[src/common/lwpf_pkg.sv]
package lwpf_pkg;

    // ----------------------------------------------------------------
    // Bus and sizes
    // ----------------------------------------------------------------
    localparam int ADDR_W = 6;
    localparam int DATA_W = 32;
    localparam int NUM_PINS = 16;
    localparam int NUM_MODS = 8;
    localparam int NUM_FILT = 2;
    localparam int IDX_W = 4;
    localparam logic [1:0] RESP_OKAY = 2'h0;
    localparam logic [1:0] RESP_SLVERR = 2'h2;

    // ----------------------------------------------------------------
    // Register indices (byte address is four times the index)
    // ----------------------------------------------------------------
    localparam logic [IDX_W-1:0] IDX_PIN_EDGE = 4'h0;
    localparam logic [IDX_W-1:0] IDX_MOD_EN = 4'h4;
    localparam logic [IDX_W-1:0] IDX_PIN_FLAG = 4'h5;
    localparam logic [IDX_W-1:0] IDX_FILT_ONE = 4'h8;
    localparam logic [IDX_W-1:0] IDX_FILT_TWO = 4'h9;
    localparam logic [IDX_W-1:0] IDX_STATUS = 4'ha;

    // ----------------------------------------------------------------
    // Filter register fields
    // ----------------------------------------------------------------
    localparam int FILT_REG_W = 8;
    localparam int FILT_FLAG_BIT = 7;
    localparam int FILT_EDGE_LO = 5;
    localparam int FILT_EDGE_W = 2;
    localparam int FILT_RSVD_BIT = 4;
    localparam int FILT_SEL_LO = 0;
    localparam int FILT_SEL_W = 4;
    localparam logic [FILT_EDGE_W-1:0] FILT_EDGE_RESET = 2'h0;
    localparam logic [FILT_SEL_W-1:0] FILT_SEL_RESET = 4'h0;

    typedef enum logic [1:0] {
        EDGE_OFF = 2'h0,
        EDGE_RISE = 2'h1,
        EDGE_FALL = 2'h2,
        EDGE_ANY = 2'h3
    } lwpf_edge_t;

    // ----------------------------------------------------------------
    // Status register fields
    // ----------------------------------------------------------------
    localparam int STAT_ISO_BIT = 0;
    localparam int STAT_WAKE_RST_BIT = 1;

    // ----------------------------------------------------------------
    // Timing
    // ----------------------------------------------------------------
    localparam int CLK_PERIOD_NS = 5;
    localparam int LPO_PERIOD_US = 1000;
    localparam int LPO_DIV = (LPO_PERIOD_US * 1000) / CLK_PERIOD_NS;
    localparam int FILT_CYCLES = 3;
    localparam int SYNC_CYCLES = 2;
    localparam int ALERT_CYCLES = 5;

endpackage

[src/hw/lwpf_pin_filter.sv]
`timescale 1ns/1ps
module lwpf_pin_filter #(
    parameter int FILT_CYCLES = lwpf_pkg::FILT_CYCLES
) (
    // Clock and reset
    input wire logic core_clk,
    input wire logic arst_n,
    // Control
    input wire logic lpoTick,
    input wire logic active,
    input wire logic [1:0] edgeSel,
    // Synchronised pin level and its previous sample
    input wire logic pinLevel,
    input wire logic pinPrev,
    // Result
    output logic detect
);

    localparam int CW = $clog2(FILT_CYCLES + 1);

    logic busy;
    logic wantLevel;
    logic [CW-1:0] count;
    logic rise;
    logic fall;
    logic qualEdge;

    assign rise = pinLevel && !pinPrev;
    assign fall = !pinLevel && pinPrev;
    always_comb begin
        case (edgeSel)
            lwpf_pkg::EDGE_RISE: qualEdge = rise;
            lwpf_pkg::EDGE_FALL: qualEdge = fall;
            lwpf_pkg::EDGE_ANY: qualEdge = rise || fall;
            default: qualEdge = 1'b0;
        endcase
    end

    // ----------------------------------------------------------------
    // Glitch counter, advanced once per oscillator tick
    // ----------------------------------------------------------------
    always_ff @(posedge core_clk or negedge arst_n) begin
        if (!arst_n) begin
            busy <= 1'b0;
            wantLevel <= 1'b0;
            count <= '0;
            detect <= 1'b0;
        end else begin
            detect <= 1'b0;
            if (!active || edgeSel == lwpf_pkg::EDGE_OFF) begin
                busy <= 1'b0;
                count <= '0;
            end else if (lpoTick) begin
                if (!busy) begin
                    if (qualEdge) begin
                        busy <= 1'b1;
                        wantLevel <= pinLevel;
                        count <= CW'(1);
                    end
                end else if (pinLevel != wantLevel) begin
                    busy <= 1'b0;
                    count <= '0;
                end else if (count == CW'(FILT_CYCLES - 1)) begin
                    busy <= 1'b0;
                    count <= '0;
                    detect <= 1'b1;
                end else begin
                    count <= count + CW'(1);
                end
            end
        end
    end

    AST_FILT_OFF_SILENT: assert property (@(posedge core_clk) disable iff (!arst_n)
        (edgeSel == lwpf_pkg::EDGE_OFF) [*2] |-> !detect)
        else $error("filter fired while disabled");

    AST_FILT_HELD_LEVEL: assert property (@(posedge core_clk) disable iff (!arst_n)
        $rose(detect) |-> $past(pinLevel) == $past(wantLevel) && $past(busy))
        else $error("filter fired without a held level");

endmodule

[src/hw/lwpf_wakeup_unit.sv]
// The AXI4-Lite slave port was decided locally.
`timescale 1ns/1ps
// Summary of operation
// Filter flag bit 7 sets on a filtered-pin wakeup, clears only by writing one.
// Edge field bits 6-5: off, rising, falling or either edge.
// Bit 4 of a filter register ignores writes and reads zero.
// Select field bits 3-0 routes one of sixteen pins into the filter.
// Filter registers reset only by the chip reset, not by other resets.
// Detection works only in low-leakage or very-low-leakage stop.
// Each external pin has its own off, rising, falling or either-edge setting.
// An enabled filter needs the pin held for three oscillator cycles.
// Synchronising adds up to two cycles, five in total when filtered.
// Exactly two pin filters exist.
// Internal module wakeups bypass the glitch filters.
// A module wakes the chip only while its enable bit is set.
// In low-leakage stop a wakeup starts an interrupt flow.
// In very-low-leakage stop a wakeup resets and sets the wakeup status.
// Pins stay isolated after that reset until software acknowledges.
// Software clears enabled peripheral flags before entering a low-leakage mode.
// Software clears all pin and filter flags before entering a low-leakage mode.
// Software waits five oscillator cycles after filter changes before entering.
// Software restores pin setup before acknowledging isolation.
// Wakeup pins must be muxed as digital inputs.
// A pin released mid-count discards the count and waits for a new edge.
module lwpf_wakeup_unit #(
    parameter int LPO_DIV = lwpf_pkg::LPO_DIV,
    parameter int NUM_PINS = lwpf_pkg::NUM_PINS,
    parameter int NUM_MODS = lwpf_pkg::NUM_MODS
) (
    // Clock and reset
    input wire logic core_clk,
    input wire logic arst_n,
    // AXI4-Lite write
    input wire logic awvalid,
    output logic awready,
    input wire logic [lwpf_pkg::ADDR_W-1:0] awaddr,
    input wire logic wvalid,
    output logic wready,
    input wire logic [lwpf_pkg::DATA_W-1:0] wdata,
    input wire logic [lwpf_pkg::DATA_W/8-1:0] wstrb,
    output logic bvalid,
    input wire logic bready,
    output logic [1:0] bresp,
    // AXI4-Lite read
    input wire logic arvalid,
    output logic arready,
    input wire logic [lwpf_pkg::ADDR_W-1:0] araddr,
    output logic rvalid,
    input wire logic rready,
    output logic [lwpf_pkg::DATA_W-1:0] rdata,
    output logic [1:0] rresp,
    // Wakeup sources and power mode
    input wire logic [NUM_PINS-1:0] wakeupPin,
    input wire logic [NUM_MODS-1:0] moduleWakeup,
    input wire logic lowLeakageStop,
    input wire logic veryLowLeakageStop,
    // Wakeup results
    output logic llsWakeIrq,
    output logic vllsResetReq,
    output logic resetStatusWakeup,
    output logic ioIsolate
);

    localparam int DW = lwpf_pkg::DATA_W;
    localparam int IW = lwpf_pkg::IDX_W;
    localparam int DIVW = $clog2(LPO_DIV);
    localparam int SELW = lwpf_pkg::FILT_SEL_W;
    localparam int EW = lwpf_pkg::FILT_EDGE_W;

    typedef enum logic [2:0] {
        ST_RUN = 3'b001,
        ST_WATCH = 3'b010,
        ST_ISO = 3'b100
    } lwpf_state_t;

    lwpf_state_t state;
    logic [DIVW-1:0] divCount;
    logic lpoTick;
    logic [NUM_PINS-1:0] pinSyncA;
    logic [NUM_PINS-1:0] pinSyncB;
    logic [NUM_PINS-1:0] pinPrev;
    logic [2*NUM_PINS-1:0] pinEdge;
    logic [NUM_PINS-1:0] pinFlag;
    logic [NUM_PINS-1:0] pinHit;
    logic [NUM_MODS-1:0] moduleWakeupEnable;
    logic [lwpf_pkg::NUM_FILT-1:0] filterDetectFlag;
    logic [EW-1:0] filterEdgeSelect [lwpf_pkg::NUM_FILT];
    logic [SELW-1:0] filterPinSelect [lwpf_pkg::NUM_FILT];
    logic [lwpf_pkg::NUM_FILT-1:0] filtDet;
    logic armed;
    logic moduleCause;
    logic wakeCause;
    logic awHeld;
    logic wHeld;
    logic [IW-1:0] awIdx;
    logic [DW-1:0] wDataQ;
    logic [DW/8-1:0] wStrbQ;
    logic wrDo;
    logic [DW-1:0] wrMask;
    logic [DW-1:0] wrBits;
    logic wrHit;
    logic [DW-1:0] next_rdata;
    logic rdHit;
    logic [IW-1:0] arIdx;
    logic ackWrite;

    // ----------------------------------------------------------------
    // Oscillator tick divider
    // ----------------------------------------------------------------
    // The low-power oscillator is modelled as a tick enable so the whole
    // unit stays in one clock domain.
    always_ff @(posedge core_clk or negedge arst_n) begin
        if (!arst_n) begin
            divCount <= '0;
            lpoTick <= 1'b0;
        end else begin
            lpoTick <= (divCount == DIVW'(LPO_DIV - 1));
            if (divCount == DIVW'(LPO_DIV - 1)) begin
                divCount <= '0;
            end else begin
                divCount <= divCount + DIVW'(1);
            end
        end
    end

    // ----------------------------------------------------------------
    // Pin synchronisers, sampled at the oscillator rate
    // ----------------------------------------------------------------
    always_ff @(posedge core_clk or negedge arst_n) begin
        if (!arst_n) begin
            pinSyncA <= '0;
            pinSyncB <= '0;
            pinPrev <= '0;
        end else if (lpoTick) begin
            pinSyncA <= wakeupPin;
            pinSyncB <= pinSyncA;
            pinPrev <= pinSyncB;
        end
    end

    // ----------------------------------------------------------------
    // Unfiltered pin edge detection
    // ----------------------------------------------------------------
    always_comb begin
        for (int i = 0; i < NUM_PINS; i++) begin
            case (pinEdge[2*i +: 2])
                lwpf_pkg::EDGE_RISE: pinHit[i] = pinSyncB[i] && !pinPrev[i];
                lwpf_pkg::EDGE_FALL: pinHit[i] = !pinSyncB[i] && pinPrev[i];
                lwpf_pkg::EDGE_ANY: pinHit[i] = pinSyncB[i] != pinPrev[i];
                default: pinHit[i] = 1'b0;
            endcase
        end
    end

    assign armed = (state == ST_WATCH);
    assign moduleCause = |(moduleWakeup & moduleWakeupEnable);
    assign wakeCause = (|pinFlag) || (|filterDetectFlag) || moduleCause;

    // ----------------------------------------------------------------
    // Pin filters
    // ----------------------------------------------------------------
    for (genvar f = 0; f < lwpf_pkg::NUM_FILT; f++) begin : g_filt
        lwpf_pin_filter #(
            .FILT_CYCLES(lwpf_pkg::FILT_CYCLES)
        ) u_filt (
            .core_clk(core_clk),
            .arst_n(arst_n),
            .lpoTick(lpoTick),
            .active(armed),
            .edgeSel(filterEdgeSelect[f]),
            .pinLevel(pinSyncB[filterPinSelect[f]]),
            .pinPrev(pinPrev[filterPinSelect[f]]),
            .detect(filtDet[f])
        );
    end

    // ----------------------------------------------------------------
    // Power mode sequence
    // ----------------------------------------------------------------
    always_ff @(posedge core_clk or negedge arst_n) begin
        if (!arst_n) begin
            state <= ST_RUN;
            llsWakeIrq <= 1'b0;
            vllsResetReq <= 1'b0;
        end else begin
            llsWakeIrq <= 1'b0;
            vllsResetReq <= 1'b0;
            case (state)
                ST_RUN: begin
                    if (lowLeakageStop || veryLowLeakageStop) begin
                        state <= ST_WATCH;
                    end
                end
                ST_WATCH: begin
                    if (wakeCause && veryLowLeakageStop) begin
                        vllsResetReq <= 1'b1;
                        state <= ST_ISO;
                    end else if (wakeCause) begin
                        llsWakeIrq <= 1'b1;
                        state <= ST_RUN;
                    end else if (!lowLeakageStop && !veryLowLeakageStop) begin
                        state <= ST_RUN;
                    end
                end
                ST_ISO: begin
                    if (ackWrite) begin
                        state <= ST_RUN;
                    end
                end
                default: state <= ST_RUN;
            endcase
        end
    end

    // Isolation and wakeup status; a new event wins over a clear
    always_ff @(posedge core_clk or negedge arst_n) begin
        if (!arst_n) begin
            ioIsolate <= 1'b0;
            resetStatusWakeup <= 1'b0;
        end else begin
            if (state == ST_WATCH && wakeCause && veryLowLeakageStop) begin
                ioIsolate <= 1'b1;
                resetStatusWakeup <= 1'b1;
            end else begin
                if (ackWrite) begin
                    ioIsolate <= 1'b0;
                end
                if (wrHit && awIdx == lwpf_pkg::IDX_STATUS
                        && wrBits[lwpf_pkg::STAT_WAKE_RST_BIT]) begin
                    resetStatusWakeup <= 1'b0;
                end
            end
        end
    end

    // ----------------------------------------------------------------
    // AXI4-Lite write channel
    // ----------------------------------------------------------------
    assign awready = !awHeld;
    assign wready = !wHeld;
    assign wrDo = awHeld && wHeld && !bvalid;
    always_comb begin
        for (int b = 0; b < DW / 8; b++) begin
            wrMask[8*b +: 8] = {8{wStrbQ[b]}};
        end
    end
    assign wrBits = wDataQ & wrMask;
    assign wrHit = wrDo && (awIdx == lwpf_pkg::IDX_PIN_EDGE || awIdx == lwpf_pkg::IDX_MOD_EN
        || awIdx == lwpf_pkg::IDX_PIN_FLAG || awIdx == lwpf_pkg::IDX_FILT_ONE
        || awIdx == lwpf_pkg::IDX_FILT_TWO || awIdx == lwpf_pkg::IDX_STATUS);
    assign ackWrite = wrHit && awIdx == lwpf_pkg::IDX_STATUS
        && wrBits[lwpf_pkg::STAT_ISO_BIT];

    always_ff @(posedge core_clk or negedge arst_n) begin
        if (!arst_n) begin
            awHeld <= 1'b0;
            wHeld <= 1'b0;
            awIdx <= '0;
            wDataQ <= '0;
            wStrbQ <= '0;
            bvalid <= 1'b0;
            bresp <= lwpf_pkg::RESP_OKAY;
        end else begin
            if (awvalid && awready) begin
                awHeld <= 1'b1;
                awIdx <= awaddr[lwpf_pkg::ADDR_W-1:2];
            end
            if (wvalid && wready) begin
                wHeld <= 1'b1;
                wDataQ <= wdata;
                wStrbQ <= wstrb;
            end
            if (wrDo) begin
                awHeld <= 1'b0;
                wHeld <= 1'b0;
                bvalid <= 1'b1;
                bresp <= wrHit ? lwpf_pkg::RESP_OKAY : lwpf_pkg::RESP_SLVERR;
            end else if (bvalid && bready) begin
                bvalid <= 1'b0;
            end
        end
    end

    // ----------------------------------------------------------------
    // Registers
    // ----------------------------------------------------------------
    // Only the chip reset clears these; other resets leave the setup intact
    always_ff @(posedge core_clk or negedge arst_n) begin
        if (!arst_n) begin
            pinEdge <= '0;
            moduleWakeupEnable <= '0;
            for (int f = 0; f < lwpf_pkg::NUM_FILT; f++) begin
                filterEdgeSelect[f] <= lwpf_pkg::FILT_EDGE_RESET;
                filterPinSelect[f] <= lwpf_pkg::FILT_SEL_RESET;
            end
        end else if (wrHit) begin
            if (awIdx == lwpf_pkg::IDX_PIN_EDGE) begin
                pinEdge <= (pinEdge & ~wrMask) | wrBits;
            end
            if (awIdx == lwpf_pkg::IDX_MOD_EN) begin
                moduleWakeupEnable <= (moduleWakeupEnable & ~wrMask[NUM_MODS-1:0])
                    | wrBits[NUM_MODS-1:0];
            end
            for (int f = 0; f < lwpf_pkg::NUM_FILT; f++) begin
                if (awIdx == lwpf_pkg::IDX_FILT_ONE + IW'(f) && wStrbQ[0]) begin
                    filterEdgeSelect[f] <= wDataQ[lwpf_pkg::FILT_EDGE_LO +: EW];
                    filterPinSelect[f] <= wDataQ[lwpf_pkg::FILT_SEL_LO +: SELW];
                end
            end
        end
    end

    // Sticky flags: a detection in the same cycle as a clear keeps the flag
    always_ff @(posedge core_clk or negedge arst_n) begin
        if (!arst_n) begin
            pinFlag <= '0;
            filterDetectFlag <= '0;
        end else begin
            for (int i = 0; i < NUM_PINS; i++) begin
                if (armed && lpoTick && pinHit[i]) begin
                    pinFlag[i] <= 1'b1;
                end else if (wrHit && awIdx == lwpf_pkg::IDX_PIN_FLAG && wrBits[i]) begin
                    pinFlag[i] <= 1'b0;
                end
            end
            for (int f = 0; f < lwpf_pkg::NUM_FILT; f++) begin
                if (armed && filtDet[f]) begin
                    filterDetectFlag[f] <= 1'b1;
                end else if (wrHit && awIdx == lwpf_pkg::IDX_FILT_ONE + IW'(f)
                        && wrBits[lwpf_pkg::FILT_FLAG_BIT]) begin
                    filterDetectFlag[f] <= 1'b0;
                end
            end
        end
    end

    // ----------------------------------------------------------------
    // AXI4-Lite read channel
    // ----------------------------------------------------------------
    assign arready = !rvalid;
    assign arIdx = araddr[lwpf_pkg::ADDR_W-1:2];
    always_comb begin
        next_rdata = '0;
        rdHit = 1'b1;
        case (arIdx)
            lwpf_pkg::IDX_PIN_EDGE: next_rdata = pinEdge;
            lwpf_pkg::IDX_MOD_EN: next_rdata[NUM_MODS-1:0] = moduleWakeupEnable;
            lwpf_pkg::IDX_PIN_FLAG: next_rdata[NUM_PINS-1:0] = pinFlag;
            lwpf_pkg::IDX_FILT_ONE, lwpf_pkg::IDX_FILT_TWO: begin
                next_rdata[lwpf_pkg::FILT_FLAG_BIT] = filterDetectFlag[arIdx[0]];
                next_rdata[lwpf_pkg::FILT_EDGE_LO +: EW] = filterEdgeSelect[arIdx[0]];
                next_rdata[lwpf_pkg::FILT_RSVD_BIT] = 1'b0;
                next_rdata[lwpf_pkg::FILT_SEL_LO +: SELW] = filterPinSelect[arIdx[0]];
            end
            lwpf_pkg::IDX_STATUS: begin
                next_rdata[lwpf_pkg::STAT_ISO_BIT] = ioIsolate;
                next_rdata[lwpf_pkg::STAT_WAKE_RST_BIT] = resetStatusWakeup;
            end
            default: rdHit = 1'b0;
        endcase
    end

    always_ff @(posedge core_clk or negedge arst_n) begin
        if (!arst_n) begin
            rvalid <= 1'b0;
            rdata <= '0;
            rresp <= lwpf_pkg::RESP_OKAY;
        end else if (arvalid && arready) begin
            rvalid <= 1'b1;
            rdata <= next_rdata;
            rresp <= rdHit ? lwpf_pkg::RESP_OKAY : lwpf_pkg::RESP_SLVERR;
        end else if (rvalid && rready) begin
            rvalid <= 1'b0;
        end
    end

    // ----------------------------------------------------------------
    // Checks
    // ----------------------------------------------------------------
    AST_FLAG_SET: assert property (@(posedge core_clk) disable iff (!arst_n)
        armed && filtDet[0] |=> filterDetectFlag[0])
        else $error("filter flag did not set");

    AST_FLAG_STICKY: assert property (@(posedge core_clk) disable iff (!arst_n)
        filterDetectFlag[1] && !(wrHit && awIdx == lwpf_pkg::IDX_FILT_TWO)
        |=> filterDetectFlag[1])
        else $error("filter flag dropped without a write");

    AST_RSVD_ZERO: assert property (@(posedge core_clk) disable iff (!arst_n)
        arvalid && arready && (arIdx == lwpf_pkg::IDX_FILT_ONE || arIdx == lwpf_pkg::IDX_FILT_TWO)
        |=> !rdata[lwpf_pkg::FILT_RSVD_BIT])
        else $error("reserved filter bit read as one");

    AST_IDLE_NO_FLAG: assert property (@(posedge core_clk) disable iff (!arst_n)
        state == ST_RUN && !(lowLeakageStop || veryLowLeakageStop) && !pinFlag[0]
        |=> !pinFlag[0])
        else $error("pin flag set outside low-leakage mode");

    AST_MOD_GATED: assert property (@(posedge core_clk) disable iff (!arst_n)
        $rose(llsWakeIrq) |-> $past(|pinFlag || |filterDetectFlag
            || |(moduleWakeup & moduleWakeupEnable)))
        else $error("wakeup without an enabled source");

    AST_LLS_IRQ: assert property (@(posedge core_clk) disable iff (!arst_n)
        state == ST_WATCH && wakeCause && lowLeakageStop && !veryLowLeakageStop
        |=> llsWakeIrq && state == ST_RUN ##1 !llsWakeIrq)
        else $error("low-leakage wakeup did not raise one interrupt pulse");

    AST_VLLS_STATUS: assert property (@(posedge core_clk) disable iff (!arst_n)
        vllsResetReq |-> resetStatusWakeup && ioIsolate && state == ST_ISO)
        else $error("very-low-leakage wakeup status missing");

    AST_ISO_HOLD: assert property (@(posedge core_clk) disable iff (!arst_n)
        ioIsolate && !ackWrite |=> ioIsolate)
        else $error("isolation released without acknowledge");

    AST_WRITE_RESP: assert property (@(posedge core_clk) disable iff (!arst_n)
        wrDo |=> bvalid)
        else $error("write response missing");

endmodule

[config.mk]
export PLATFORM = sky130hd
export DESIGN_NAME = lwpf_wakeup_unit
export DESIGN_NICKNAME = d
export VERILOG_FILES = /design/src/common/lwpf_pkg.sv /design/src/hw/lwpf_pin_filter.sv /design/src/hw/lwpf_wakeup_unit.sv
export SDC_FILE = /design/constraint.sdc
export NUM_CORES = 1
export LEC_CHECK = 0
export ABC_AREA = 1
export BUFFER_PORTS_ARGS = -buffer_cell sky130_fd_sc_hd__buf_2
export CELL_PAD_IN_SITES_DETAIL_PLACEMENT = 1
export CELL_PAD_IN_SITES_GLOBAL_PLACEMENT = 2
export CORE_ASPECT_RATIO = 1.5
export CORE_MARGIN = 5
export CORE_UTILIZATION = 35
export DETAILED_ROUTE_END_ITERATION = 8
export PLACE_DENSITY_LB_ADDON = 0.2
export SETUP_SLACK_MARGIN = 0.1
export SLEW_MARGIN = 20
export SYNTH_ARGS = -nofsm -noshare
export SYNTH_HDL_FRONTEND = slang
export SYNTH_SLANG_ARGS = --single-unit
[constraint.sdc]
create_clock -name core_clk -period 4.5 [get_ports core_clk]
set_input_delay 1.35 -clock core_clk [delete_from_list [all_inputs] [get_ports core_clk]]
set_output_delay 1.35 -clock core_clk [all_outputs]
set_load 0.01 [all_outputs]
After elaboration in Yosys (flattened, before gate mapping)

Cells that the tools add are included.

Bits in registers: 234
Input bits: 81
Output and inout port bits: 45
Logic and storage cells: 492

Add/subtract/negate cells: 3
Order comparisons: 4
Eq/ne operators: 91
Mux-type cells: 135
Bitwise operators: 13
Reduce and logical (&&, ||, !) cells: 194

Operators by type and width:

| cell                                                            | number |
|---|---|
| 1-bit logical AND                                               | 93 |
| 1-bit two-way mux                                               | 82 |
| 2-bit == test, second input constant                            | 38 |
| 32-bit bitwise AND                                              | 2 |
| 1-bit case mux with 3 select lines                              | 18 |
| 2-bit nonzero test                                              | 26 |
| 1-bit zero test                                                 | 43 |
| 2-bit by 1-bit == test with 1-bit output, second input constant | 18 |
| 2-bit two-way mux                                               | 17 |
| 32-bit NOT                                                      | 1 |
| 32-bit OR                                                       | 1 |
| 4-bit == test, second input constant                            | 6 |
| 6-bit case mux with 4 select lines                              | 1 |
| 18-bit by 1-bit adder with 18-bit output, second input constant | 1 |
| 18-bit == test, second input constant                           | 1 |
| 18-bit two-way mux                                              | 1 |
| 1-bit inequality test                                           | 18 |
| 8-bit bitwise AND                                               | 2 |
| 1-bit binary-select mux with 4-bit select                       | 4 |
| 4-bit by 3-bit == test with 1-bit output, second input constant | 4 |
| 16-bit two-way mux                                              | 1 |
| 8-bit case mux with 2 select lines                              | 1 |
| 16-bit OR reduction                                             | 1 |
| 3-bit two-way mux                                               | 5 |
| 26 further kinds                                                | 55 |

Longest topological paths before layout

Depth after elaboration: 11
Gate-level depth with buffers: 18
Mapped depth without buffers: 16

Cells and area by module

A second synthesis with hierarchy kept.

Cell total of the unflattened synthesis: 1366
Area, all modules: 11444.7 um2

By module, submodules not included:

| module           | times used | cells each | area each (um2) | sequential area each (um2) |
|---|---|---|---|---|
| lwpf_wakeup_unit | 1          | 1264       | 10749.1         | 5556.6 |
| lwpf_pin_filter  | 2          | 51         | 347.8           | 125.1 |

Least setup slack after synthesis

OpenSTA, ideal clock, no wires.

Kind: input to register
Start point: input port araddr[2] (netlist bit)
End point: register rdata[22] (netlist bit)
Library setup time: 96 ps
Arrival: 2349 ps
Required time: 4404 ps
Slack: 2055 ps
Cell stages on the path: 6
Path buffers: 1
Cells stage by stage: inv_2 nand3_1 nor2_2 clkinv_1 clkbuf_1 o31ai_1

Longest elaborated chain between the ends: 2

Ends and longest elaborated chain:

| element              | RTL line                | RTL |
|---|---|---|
| from (decl)          | lwpf_wakeup_unit.sv:47  | `input wire logic [lwpf_pkg::ADDR_W-1:0] araddr,` |
| 4-bit zero test      | lwpf_wakeup_unit.sv:345 | `case (arIdx)` |
| 16-bit two-way mux   | lwpf_wakeup_unit.sv:345 |  |
| to (signal assigned) | lwpf_wakeup_unit.sv:370 | `rdata <= next_rdata;` |
| to (decl)            | lwpf_wakeup_unit.sv:50  | `output logic [lwpf_pkg::DATA_W-1:0] rdata,` |

No other way between the ends.
A chain may end at the register's enable or synchronous reset.

Worst setup path after layout

Start point: register filterPinSelect[0] (netlist bit)
End point: register g_filt[1].u_filt.count[1]

Longest elaborated chain between the ends: 8
Elaborated cells between the ends (all ways): 17
Those cells by class: eq/ne (1); mux (9); reduce/logical (7)

Ends and longest elaborated chain:

| element                                     | RTL line                | RTL |
|---|---|---|
| from (decl)                                 | lwpf_wakeup_unit.sv:88  | `logic [SELW-1:0] filterPinSelect [lwpf_pkg::NUM_FILT];` |
| from (signal, indexed assignment)           | lwpf_wakeup_unit.sv:294 | `filterPinSelect[f] <= lwpf_pkg::FILT_SEL_RESET;` |
| from (signal, indexed assignment)           | lwpf_wakeup_unit.sv:307 | `filterPinSelect[f] <= wDataQ[lwpf_pkg::FILT_SEL_LO +: SELW];` |
| 1-bit binary-select mux with 4-bit select * | lwpf_wakeup_unit.sv:171 | `.pinLevel(pinSyncB[filterPinSelect[f]]),` |
| 1-bit two-way mux (not written as such) *   | lwpf_wakeup_unit.sv:171 |  |
| named net g_filt[1].u_filt.pinLevel         | lwpf_pin_filter.sv:13   | `input wire logic pinLevel,` |
| 1-bit zero test                             | lwpf_pin_filter.sv:29   | `assign fall = !pinLevel && pinPrev;` |
| 1-bit logical AND                           | lwpf_pin_filter.sv:29   |  |
| 1-bit logical OR                            | lwpf_pin_filter.sv:34   | `lwpf_pkg::EDGE_ANY: qualEdge = rise \|\| fall;` |
| 1-bit case mux with 3 select lines          | lwpf_pin_filter.sv:31   | `case (edgeSel)` |
| 3-bit nonzero test (no source line)         | n/a                     |  |
| 2-bit AND reduction (no source line)        | n/a                     |  |
| to (signal assigned)                        | lwpf_pin_filter.sv:68   | `count <= count + CW'(1);` |
| to (decl)                                   | lwpf_pin_filter.sv:23   | `logic [CW-1:0] count;` |

The timed path passes the listed nets; every way through them passes the cells marked *. The select of a mux whose other input is x is not followed.

==> metrics.md <==
| Metric | Value |
|---|---|
| Port bufs | ~120 |
| GP Congestion | slightly below 0.8 |
| Clock latency on the worst-skew pair | 0.54 ns |
| Main synth FF type | dfrtp_1 |
| Number of synthesized flops with an enable pin | 0 |
| Vias/cell | ~5.0 |
| FMAX | 0.3363 GHz |
| Initial antenna violation count | 0 |
| Leak Pwr | between 6 and 7 nW |
| Cell count after synthesis | 1358 |
| Post-synth top area cell | dfrtp_1 |
| R2R depth | 15 |
| Residual DRC count | 0 |
| WL final | approximately 35000 µm |
| Combinational power share | 0.226 |
| Max Cap Violations | 0 |
| Worst hold path endpoint | pinSyncA[0]$_DFFE_PN0P_ |
| Least-Margin Pin Slew | approximately 1.2 ns |
| Library cells used by synthesis | 44 |
| Die area | around 0.036 mm² |
| Clock Tree Root | clkbuf_16 |
| Number of synthesized register bits | about 230 |
| Cts bufs inserted | 26 |
| Site Rows | 81 |
| H-tree depth | 1 |
| CP endpoint kind | flip-flop |
| Final hold vios | 0 |
| Syn Std Cell Area | 0.01138 mm² |
| Die height | roughly 230 µm |
| Grt total ovfl | 0 |
| Outcome | completed |
| Wire length of the first global-routing pass | around 55000 µm |
| # fillers | between 3k and 4k |
| Synthesis-to-layout area growth | 16.56% |
| Worst reg-to-reg setup slack | 1.53 ns |
| Antenna-violating nets left | 0 |
| Hold depth | 2 |
| Period utilisation layout | 0.6609 |
| Slew Viols, Final | 0 |
| Sequential Power Share | 0.428 |
| Post-DP HPWL | 25720 µm |
| Clock buffer depth | 3 |
| Hold Slack | between 0.4 and 0.5 ns |
| Critical path launch point type | flip-flop |
| Routed len/inst | between 15 and 20 µm |
| Min-Delay Path Class | reg2reg |
| Sw Ratio | 0.3374 |
| Clock tree sinks | approximately 230 |
| Yosys warns | 0 |
| Post-route minimum period | between 2 and 3 ns |
| R2r startpoint | filterPinSelect[0]$_DFFE_PN0P_ |
| Syn Area/Cell | 8.380 µm² |
| Worst relative slew slack | 0.2153 |
| Vias in the first global route | about 10k |
| CTS tree | yes |
| PD cells | 471.0 mW/mm² |
| R2r endpoint | g_filt[1].u_filt.count[1]$_DFFE_PN0P_ |
| Reg clk slew, reported paths | roughly 0.060 ns |
| Pre-antenna DRT Iters | 4 |
| Critical Path AT | 3.45 ns |
| Final setup violation count | 0 |
| CP Data Required Time | slightly below 5 ns |
| TNS Setup | 0 ns |
| Synth top cells by count | nand2_1, dfrtp_1, inv_1 |
| Setup CP Type | reg2reg |
| Layout cells sized above 1 | 0.1617 |
| Clk pwr share | 0.346 |
| VDD IR max | 0.2550 mV |
| Reg area | 0.005808 mm² |
| Initial Util | 0.3520 |
| Drt first-iter violations | about 360 |
| Synth area leaders | dfrtp_1, nand2_1, inv_1 |
| Sw Pwr | ~2.1 mW |
| Worst Clk Skew | ~0.013 ns |
| Global Route Usage Sum | 0.1908 |
| HP Start | pinSyncA[0]$_DFFE_PN0P_ |
| N_diodes | 0 |
| Die Wd | about 160 µm |
| Pint | approximately 4.1 mW |
| Multi-input logic area | roughly 0.0047 mm² |
| Async S/R FF share, synth | 1.000 |
| RSZ-0062 raised after global routing | no |
| CTS Hold Buffers Added | 0 |
| Top fanout value on the critical path | 18 |
| Via Count | roughly 9.5k |
| Post-cts gate resize count | 0 |
| Core area | about 0.032 mm² |
| IO Pins | between 100 and 150 |
| Count leader, synth | nand2_1 |
| Setup Buffers After CTS | 0 |
| Largest net degree at the start of global routing | between 80 and 90 |
| Yosys top cell area share | 0.5080 |
| Final Net Count | around 1.6k |
| Register area share after synthesis | 0.5103 |
[power groups by stage]
stage                     Sequential [mW]  Clock (mW)  Combinational (mW)
after detailed placement             2.72           0                1.44
final                                2.68        2.16                1.41
after global placement               2.70           0                1.40
after floorplan                      2.62           0               0.978
after global routing                 2.72        2.32                1.62
after CTS                            2.68        2.24                1.45
[how the worst max path moves through the flow]
stage,to,depth (start not counted),slack [ns],from
2_1_floorplan,rdata[22]$_DFFE_PN0P_,6,2.06,araddr[2]
3_3_place_gp,rdata[3]$_DFFE_PN0P_,6,1.54,araddr[3]
3_5_place_dp,rdata[3]$_DFFE_PN0P_,6,1.47,araddr[3]
4_1_cts,g_filt[1].u_filt.count[0]$_DFFE_PN0P_,15,1.48,filterPinSelect[0]$_DFFE_PN0P_
5_1_grt,g_filt[1].u_filt.count[1]$_DFFE_PN0P_,15,1.19,filterPinSelect[0]$_DFFE_PN0P_
6_report,g_filt[1].u_filt.count[1]$_DFFE_PN0P_,15,1.53,filterPinSelect[0]$_DFFE_PN0P_
[stage by stage]
stage / cells / total power [mW] / cell area, µm² / setup slack, ns / utilization
after floorplan: 1359 / 3.594 / 11380 / 2.055 / -
after global routing: 1905 / 6.659 / 13260 / 1.194 / 0.4103
after detailed placement: 1859 / 4.156 / 12410 / 1.468 / 0.3837
after CTS: 1905 / 6.375 / 13260 / 1.481 / 0.4103
after global placement: 1859 / 4.108 / 12410 / 1.539 / 0.3837
final: 1905 / 6.248 / 13260 / 1.526 / 0.4103
[cell usage in the layout (no fill, tap or decap), types with 14 or more instances in the layout]
cell       synthesis  routed
nand2_1          325     323
dfrtp_1          231     230
inv_1            166     166
o21ai_0          123     123
buf_2              8     118
a21oi_1           90      90
nor2_1            84      84
nand3_1           71      71
ha_1              37      37
nor3_1            34      34
o21ai_2           33      33
clkbuf_16          0      27
o31ai_1           18      18
nand4_1           14      14
[logic make-up (layout without fill, tap and decap cells)]
logic type,after synthesis,after routing,synth area share
mux,2,2,0.001979
flops,232,232,0.5103
compound gates,295,295,0.1517
fa+ha+maj,37,37,0.04068
buf+inv,223,354,0.07774
xor+xnor,11,11,0.008466
simple gates,557,557,0.2088
other cells,1,2,0.0003295
[critical path, cell delays in order, from the launching register on]
cell and delay [ns]:
dfrtp_1 0.77, inv_2 0.29, nand2_1 0.13, nand3_1 0.08, nand3_1 0.14, nand3_1 0.13, nand2_1 0.18, inv_1 0.09
ha_1 0.30, o211ai_1 0.17, nand2_1 0.10, a21oi_1 0.20, nand2_1 0.09, inv_1 0.09, nand4_1 0.08, nand2_1 0.07
[area by class of cell]
type                    count  share of cell area
flip-flops and latches    232              0.4379
multi-input cells         904              0.3541
clock buffers              37             0.05754
repair buffers            130             0.05377
inverters                 178             0.05037
well taps                 415             0.03915
clock inverters             9            0.007169
[per-layer routing]
| metal | vias up | GRT usage | wire, µm |
|---|---|---|---|
| li1 | 4646 | - | - |
| met1 | 4614 | 0.2380 | 14360 |
| met2 | 153 | 0.3337 | 17420 |
| met3 | 57 | 0.02194 | 1314 |
| met4 | 0 | 0.07641 | 1427 |
| met5 | - | 0 | 0 |
(Power assumes the default switching activity.)
